--- src/srf_consts.svh ---
// Constants for the spectral result queue: addresses, field positions,
// reset values and sizes. Included by the package and the result queue module.
`ifndef SRF_CONSTS_SVH
`define SRF_CONSTS_SVH

`define SRF_ADDR_SELECT      8'hFC
`define SRF_ADDR_FILL        8'hFD
`define SRF_ADDR_DATA_LOW    8'hFE
`define SRF_ADDR_DATA_HIGH   8'hFF

`define SRF_SEL_STATUS_BIT   0
`define SRF_SEL_CHAN_LSB     1
`define SRF_SEL_RSVD_BIT     7
`define SRF_NUM_CHAN         6
`define SRF_NUM_SRC          7

`define SRF_SELECT_RESET     8'h00
`define SRF_FILL_RESET       8'h00
`define SRF_RDATA_RESET      8'h00

`define SRF_QUEUE_BYTES      256
`define SRF_QUEUE_ENTRIES    128
`define SRF_QUEUE_IDX_W      7
`define SRF_STAGE_DEPTH      16
`define SRF_ENTRY_W          16

`endif

--- src/srf_pkg.sv ---
// Types used by the spectral result queue module.
// Assumes srf_consts.svh is on the include path.
`include "srf_consts.svh"

package srf_pkg;

   typedef enum logic {
      SRF_SER_IDLE,
      SRF_SER_SEND
   } srf_ser_t;

   typedef struct packed {
      logic [7:0]                         ptr;
      logic [7:0]                         sel;
      logic [7:0]                         rdata;
      logic [7:0]                         level;
      logic [`SRF_QUEUE_IDX_W-1:0]        wr_idx;
      logic [`SRF_QUEUE_IDX_W-1:0]        rd_idx;
      logic                               ovf;
      srf_ser_t                           ser;
      logic [`SRF_NUM_SRC-1:0]            mask;
      logic [`SRF_NUM_CHAN*16-1:0]        chan;
      logic [7:0]                         stat;
   } srf_state_t;

endpackage

--- src/srf_result_fifo.sv ---
// Spectral result queue: packs selected per-sample results into a
// 128-entry queue of 16-bit words read through the register port.
// Assumes the register port and sample source share this clock.
//
// How it works
// - Select bits 1-6 queue channels zero-five
// - Select bit 0 queues the status byte
// - Select resets zero; bit 7 reads zero
// - Fill count tracks unread two-byte entries
// - Queue holds 128 entries, 256 bytes
// - Fill count readable at 0xFD, resets zero
// - Low byte at 0xFE, high at 0xFF
// - Entry into full queue: flag, discard
// - Address pointer wraps 0xFF back to 0xFE
// - Reading 0xFF pops one entry
// - Empty queue reads zero, read index unchanged
`timescale 1ns/100ps
`default_nettype none
`include "srf_consts.svh"

module srf_result_fifo
   import srf_pkg::*;
(
   input  wire logic                        clock,
   input  wire logic                        rst_n,
   input  wire logic                        reg_ptr_load,
   input  wire logic [7:0]                  reg_addr,
   input  wire logic                        reg_rd,
   input  wire logic                        reg_wr,
   input  wire logic [7:0]                  reg_wdata,
   output logic      [7:0]                  reg_rdata,
   output logic      [7:0]                  reg_ptr,
   input  wire logic                        sample_valid,
   input  wire logic [`SRF_NUM_CHAN*16-1:0] sample_chan,
   input  wire logic [7:0]                  sample_gain_saturation_status,
   output logic                             sample_ready,
   output logic      [7:0]                  queue_fill_count,
   output logic                             queue_overflow_flag
);

   srf_state_t              s;
   srf_state_t              next_s;
   logic [`SRF_ENTRY_W-1:0] queue_mem [0:`SRF_QUEUE_ENTRIES-1];
   logic [`SRF_ENTRY_W-1:0] queue_read_word;
   logic [`SRF_ENTRY_W-1:0] push_data;
   logic                    push_valid;
   logic                    push_ready;
   logic [`SRF_ENTRY_W-1:0] drain_data;
   logic                    drain_valid;
   logic                    drain_ready;
   logic                    drain_take;
   logic                    drain_store;
   logic                    pop;
   logic                    data_read;
   logic                    access;
   logic [`SRF_NUM_SRC-1:0] low_bit;
   logic [`SRF_NUM_SRC-1:0] cand [0:`SRF_NUM_SRC-1];
   logic [`SRF_ENTRY_W-1:0] src_word [0:`SRF_NUM_SRC-1];

   ////////////////////////////////////////////////////////////////////////
   // Source words and lowest pending source
   assign src_word[`SRF_SEL_STATUS_BIT] = {8'h00, s.stat};
   assign cand[0] = {{(`SRF_NUM_SRC-1){1'b0}}, s.mask[0]};

   genvar g;
   generate
      for (g = 1; g < `SRF_NUM_SRC; g++) begin : g_src
         assign src_word[g] = s.chan[(g-1)*16 +: 16];
         assign cand[g] = s.mask[g] && (s.mask[g-1:0] == '0) ?
                          (`SRF_NUM_SRC'(1) << g) : cand[g-1];
      end
   endgenerate

   assign low_bit = cand[`SRF_NUM_SRC-1];

   always_comb begin
      push_data = '0;
      for (int i = 0; i < `SRF_NUM_SRC; i++) begin
         if (low_bit[i]) begin
            push_data = src_word[i];
         end
      end
   end

   ////////////////////////////////////////////////////////////////////////
   // Staging buffer; the queue write stalls on pop cycles
   srf_stage_fifo #(
      .WIDTH (`SRF_ENTRY_W),
      .DEPTH (`SRF_STAGE_DEPTH)
   ) srf_stage_fifo_i (
      .clock     (clock),
      .rst_n     (rst_n),
      .in_valid  (push_valid),
      .in_ready  (push_ready),
      .in_data   (push_data),
      .out_valid (drain_valid),
      .out_ready (drain_ready),
      .out_data  (drain_data)
   );

   ////////////////////////////////////////////////////////////////////////
   always_comb begin
      next_s          = s;
      queue_read_word = queue_mem[s.rd_idx];
      access          = !reg_ptr_load && (reg_rd || reg_wr);
      data_read       = !reg_ptr_load && reg_rd &&
                        (s.ptr == `SRF_ADDR_DATA_LOW || s.ptr == `SRF_ADDR_DATA_HIGH);
      pop             = !reg_ptr_load && reg_rd && s.ptr == `SRF_ADDR_DATA_HIGH &&
                        s.level != 8'h00;
      // Single-ported queue: a pop cycle holds off the drain
      drain_ready     = !pop;
      drain_take      = drain_valid && drain_ready;
      drain_store     = drain_take && s.level != 8'(`SRF_QUEUE_ENTRIES);
      push_valid      = (s.ser == SRF_SER_SEND) && (s.mask != '0);

      // Register pointer
      if (reg_ptr_load) begin
         next_s.ptr = reg_addr;
      end else if (access) begin
         next_s.ptr = (s.ptr == `SRF_ADDR_DATA_HIGH) ? `SRF_ADDR_DATA_LOW : s.ptr + 8'h01;
      end

      // Register write
      if (access && reg_wr && s.ptr == `SRF_ADDR_SELECT) begin
         next_s.sel = reg_wdata & 8'h7F;
      end

      // Register read
      if (access && reg_rd) begin
         case (s.ptr)
            `SRF_ADDR_SELECT:    next_s.rdata = s.sel;
            `SRF_ADDR_FILL:      next_s.rdata = s.level;
            `SRF_ADDR_DATA_LOW:  next_s.rdata = (s.level != 8'h00) ? queue_read_word[7:0] : 8'h00;
            `SRF_ADDR_DATA_HIGH: next_s.rdata = (s.level != 8'h00) ? queue_read_word[15:8] : 8'h00;
            default:             next_s.rdata = 8'h00;
         endcase
      end

      // Queue pointers and fill count
      if (pop) begin
         next_s.rd_idx = s.rd_idx + 1'b1;
         next_s.level  = s.level - 8'h01;
      end
      if (drain_store) begin
         next_s.wr_idx = s.wr_idx + 1'b1;
         next_s.level  = s.level + 8'h01;
      end

      // Read clears the flag, a discard in the same cycle wins
      if (data_read) begin
         next_s.ovf = 1'b0;
      end
      if (drain_take && !drain_store) begin
         next_s.ovf = 1'b1;
      end

      // Sample unpacking
      case (s.ser)
         SRF_SER_IDLE: begin
            if (sample_valid && s.sel[`SRF_NUM_SRC-1:0] != '0) begin
               next_s.mask = s.sel[`SRF_NUM_SRC-1:0];
               next_s.chan = sample_chan;
               next_s.stat = sample_gain_saturation_status;
               next_s.ser  = SRF_SER_SEND;
            end
         end
         SRF_SER_SEND: begin
            if (push_ready) begin
               next_s.mask = s.mask & ~low_bit;
               if ((s.mask & ~low_bit) == '0) begin
                  next_s.ser = SRF_SER_IDLE;
               end
            end
         end
         default: begin
            next_s.ser = SRF_SER_IDLE;
         end
      endcase
   end

   always_ff @(posedge clock) begin
      if (!rst_n) begin
         s        <= '0;
         s.sel    <= `SRF_SELECT_RESET;
         s.level  <= `SRF_FILL_RESET;
         s.rdata  <= `SRF_RDATA_RESET;
         s.ser    <= SRF_SER_IDLE;
      end else begin
         s <= next_s;
      end
   end

   always_ff @(posedge clock) begin
      if (drain_store) begin
         queue_mem[s.wr_idx] <= drain_data;
      end
   end

   assign reg_rdata           = s.rdata;
   assign reg_ptr             = s.ptr;
   assign queue_fill_count    = s.level;
   assign queue_overflow_flag = s.ovf;
   assign sample_ready        = (s.ser == SRF_SER_IDLE);
endmodule

`default_nettype wire

--- src/srf_stage_fifo.sv ---
// Small staging FIFO with valid/ready on both sides.
// Assumes one clock and a synchronous active-low reset.
`timescale 1ns/100ps
`default_nettype none

module srf_stage_fifo #(
   parameter int WIDTH = 16,
   parameter int DEPTH = 16
) (
   input  wire logic             clock,
   input  wire logic             rst_n,
   input  wire logic             in_valid,
   output logic                  in_ready,
   input  wire logic [WIDTH-1:0] in_data,
   output logic                  out_valid,
   input  wire logic             out_ready,
   output logic [WIDTH-1:0]      out_data
);

   localparam int AW = $clog2(DEPTH);

   typedef struct packed {
      logic [AW-1:0] wp;
      logic [AW-1:0] rp;
      logic [AW:0]   cnt;
   } srf_fifo_state_t;

   srf_fifo_state_t s;
   srf_fifo_state_t next_s;
   logic [WIDTH-1:0] mem [0:DEPTH-1];
   logic             do_push;
   logic             do_pop;

   ////////////////////////////////////////////////////////////////////////
   always_comb begin
      in_ready  = (s.cnt != (AW+1)'(DEPTH));
      out_valid = (s.cnt != '0);
      out_data  = mem[s.rp];
      do_push   = in_valid && in_ready;
      do_pop    = out_valid && out_ready;
      next_s    = s;
      if (do_push) begin
         next_s.wp = (s.wp == AW'(DEPTH-1)) ? '0 : s.wp + 1'b1;
      end
      if (do_pop) begin
         next_s.rp = (s.rp == AW'(DEPTH-1)) ? '0 : s.rp + 1'b1;
      end
      next_s.cnt = s.cnt + (AW+1)'(do_push) - (AW+1)'(do_pop);
   end

   always_ff @(posedge clock) begin
      if (!rst_n) begin
         s <= '0;
      end else begin
         s <= next_s;
      end
   end

   // Storage has no reset; contents are only read behind a valid count
   always_ff @(posedge clock) begin
      if (do_push) begin
         mem[s.wp] <= in_data;
      end
   end

endmodule

`default_nettype wire

--- config.mk ---
export PLATFORM = sky130hd
export DESIGN_NAME = srf_result_fifo
export DESIGN_NICKNAME = d
export VERILOG_FILES = /design/src/srf_pkg.sv /design/src/srf_result_fifo.sv /design/src/srf_stage_fifo.sv
export VERILOG_INCLUDE_DIRS = /design/src
export SDC_FILE = /design/constraint.sdc
export NUM_CORES = 2
export LEC_CHECK = 0
export ABC_AREA = 0
export BUFFER_PORTS_ARGS = -buffer_cell sky130_fd_sc_hd__clkbuf_2
export CORE_ASPECT_RATIO = 1.75
export CORE_MARGIN = 2
export CORE_UTILIZATION = 30
export CTS_CLUSTER_SIZE = 28
export DETAILED_ROUTE_END_ITERATION = 8
export PLACE_DENSITY = 0.55
export RECOVER_POWER = 50
export SYNTH_ARGS = -nofsm -noshare
export SYNTH_HDL_FRONTEND = slang
export SYNTH_SLANG_ARGS = --single-unit
--- constraint.sdc ---
create_clock -name clock -period 3 [get_ports clock]
set_input_delay 0.3 -clock clock [delete_from_list [all_inputs] [get_ports clock]]
set_output_delay 0.3 -clock clock [all_outputs]
set_load 0.02 [all_outputs]
==> qor.txt <==
run status - complete, but fails checks
failing checks - setup timing
site row count - 276
Final WS setup - -0.0676 ns
vias in the first global route - 54473
Clock power frac - 0.397
Rel. slew slack - 0.249
H-tree levels - 4
Setup Viol. Count Final - 42
First-pass DRT Iterations - 5
post-synthesis sequential area ratio - 0.751
switch share - 0.218
endpoints failing hold - 0
required time of the critical path - 3.30 ns
Post-synth top flop - edfxtp_1
Layout area overhead - 22.7%
CTS tree - built
Power Density - 589 mW/mm²
worst-case reg-to-reg path depth - 4
fmax - 326 MHz
CP cell instances - buf_6 > mux4_2 > mux4_4 > buf_12
clock latency on the worst-skew pair - 0.89 ns
met2 GRT Util - 0.331
Leakage - 38.2 nW
io pins - 152
first-pass GRT wire length - 406 mm
Tot GR Track Use - 0.174
flops & latches, synth - 2486
Clock Tree Root - clkbuf_16
Period minus WS final - 3.07 ns
share of cells above drive strength 1 - 0.319
met3 global-route usage - 0.0214
RSZ-0062 raised after global routing - yes
Vias - 52099
hold crit path type - input port to flip-flop
GRT met1 Usage - 0.180
slew at the pin closest to its max-slew limit - 1.13 ns
most numerous cell in the Yosys netlist - edfxtp_1
DR vias/cell - 5.03
maxcap violations - 0
number of nets with antenna violations after routing - 0
Starting Density - 0.301
peak per-stage delay on the critical path - 0.63 ns
internal power - 54.8 mW
routability cong. - 0.882
Cells after Synth - 4970
global route overflow - 0
Setup CP Type - flip-flop to flip-flop
R2R Setup Slk - -0.07 ns
crit-path max FO - 128
Post-Syn Area - 0.0969 mm²
mean post-synth cell area - 19.5 µm²
Max Buffers Root-to-Sink - 4
Worst setup EP type - flip-flop
post-synth top area share - 0.714
Seq pwr share - 0.542
Reg-to-Reg End - queue_mem[21][11]$_DFFE_PP_
die extent in y - 756 µm
CTS sink count - 2486
Critical Path Stages - 4
IO buf count - 150
YS warnings - 0
drc violations - 0
Critical-path top delay cell - mux4_4
core footprint - 0.322 mm²
Clk pin slew, worst setup/hold paths - 0.07 ns
Nets - 6027
Die Wd - 434 µm
initial antenna violation count - 6
WL/cell - 28.1 µm
final wirelength - 291 mm
Hold Startpoint - rst_n
Crit path max-delay family - multiplexers
Final Slew Violations - 0
DP HPWL - 197 mm
largest net degree at the start of global routing - 129
Synth area leader - edfxtp_1
CP endpoint - queue_mem[21][11]$_DFFE_PP_
Cell Count, Final, Fillers Out - 10357
FILL cells - 29425
Cell variety after synth - 78
async set-reset flop share out of synthesis - 0
fin crit share - 1.02
combinational power share - 0.061
DP Worst Slack - -0.601 ns
die area - 0.328 mm²
DP Cell Count - 9791
largest cells by area after synthesis - edfxtp_1, mux4_2, dfxtp_1
Total Power - 70.1 mW
Max VDD drop - 524 µV
starting DRC count in detailed routing - 4505
TritonCTS Buffers - 213
Post-synth top cells - edfxtp_1, mux4_2, nand2_1
syn nets - 5120
Critical Path AT - 3.37 ns
clk_skew - 0.0601 ns
EDFF count, synth - 2304
Sw Pwr - 15.3 mW
Startpoint Class - flip-flop
gr busiest metal - met2
CP bufs+invs - 2
metrics by stage:
| stage | setup TNS, ns | instance area [µm²] | hold slack [ns] | utilization |
|---|---|---|---|---|
| floorplan | -54.22 | 97000 | 0.435 | - |
| global placement | -18.36 | 109000 | 0.441 | 0.339 |
| detailed placement | -19.73 | 109000 | 0.448 | 0.339 |
| CTS | -0.205 | 118000 | 0.0175 | 0.367 |
| global route | -0.146 | 119000 | 0.0621 | 0.369 |
| finish | -1.56 | 119000 | 0.0622 | 0.369 |
tightest hold or removal path, delay by kind of cell:
family	cells	cell delay, ns
AOI/OAI and AO/OA	1	0.18
buffers and inverters	2	0.41
worst min-delay path by stage:
| stage | to | slack (ns) | cells past startpoint |
|---|---|---|---|
| 3_3_place_gp | s[64]$_SDFFE_PN0P_ | 0.44 | 2 |
| 3_5_place_dp | s[93]$_SDFFE_PN0P_ | 0.45 | 2 |
| 4_1_cts | s[110]$_SDFFE_PN0P_ | 0.02 | 4 |
| 6_report | reg_ptr[6]$_SDFFE_PN0P_ | 0.06 | 3 |
| 5_1_grt | reg_ptr[6]$_SDFFE_PN0P_ | 0.06 | 3 |
| 2_1_floorplan | s[89]$_SDFFE_PN0P_ | 0.43 | 2 |
cells by family after synthesis:
group,after synthesis,share of synthesized area
AOI/OAI and AO/OA,602,0.0453
buffers and inverters,337,0.0185
adders and majority gates,25,0.00336
DFF,2486,0.751
xor gates and xnor gates,20,0.00181
muxes,670,0.140
and+or+nand+nor,830,0.0392
area by class of cell:
| type | instances | area, µm² | area share |
|---|---|---|---|
| clock buffers | 264 | 5630 | 0.0473 |
| multi-input cells | 2147 | 23300 | 0.196 |
| diodes | 3 | 7.51 | 0.0000631 |
| clock inverters | 119 | 1210 | 0.0102 |
| inverters | 23 | 91.3 | 0.000768 |
| repair buffers | 1006 | 10500 | 0.0881 |
| flip-flops and latches | 2486 | 72900 | 0.613 |
| well taps | 4309 | 5390 | 0.0453 |
placed cells by master, fill, tap and decap left out, types with 26 or more instances in the layout:
master / count
edfxtp_1: 2304
mux4_2: 536
buf_4: 474
nand2_1: 326
buf_12: 220
clkbuf_16: 218
dfxtp_1: 171
clkbuf_2: 143
a22oi_1: 138
nor2_1: 137
dlygate4sd3_1: 130
mux2i_1: 113
nor2b_1: 65
nand3_1: 64
o21ai_0: 59
a21boi_0: 59
nor2_2: 56
clkbuf_1: 52
a21boi_1: 51
a21oi_1: 33
clkinv_2: 32
clkinv_1: 32
and2_1: 30
a211oi_1: 30
a221o_1: 27
nand4_1: 26
layer usage:
metal | up-vias | part of all wire
li1 | 22120 | -
met1 | 27810 | 0.34
met4 | 2 | 0.066
met3 | 558 | 0.045
met2 | 1609 | 0.55
met5 | - | 0.000038
power by group through the flow:
stage	Combinational (mW)	Sequential, mW	Clock (mW)
6_report	4.29	38.0	27.8
4_1_cts	4.16	38.0	28.3
3_3_place_gp	3.94	38.7	0
3_5_place_dp	3.94	38.7	0
2_1_floorplan	2.01	38.6	0
5_1_grt	4.53	38.0	29.4
flip-flops by register name, summed over array words and instances, names as in the netlist, named ones only:
| register | count |
|---|---|
| cand | 1 |
| queue_fill_count | 8 |
| queue_mem | 2048 |
| queue_overflow_flag | 1 |
| reg_ptr | 8 |
| reg_rdata | 8 |
| s | 132 |
| srf_stage_fifo_i.mem | 256 |
| srf_stage_fifo_i.s | 13 |
what timing repair did:
action,4_1_cts,5_1_grt
pin swaps,14,28
endpoints found under the hold margin,119,0
hold buffers,130,0
setup buffers,29,20
setup endpoints to repair,175,680
gates cloned,3,3
resized for setup,93,107
No activity file was read; power rests on OpenSTA's default activity.
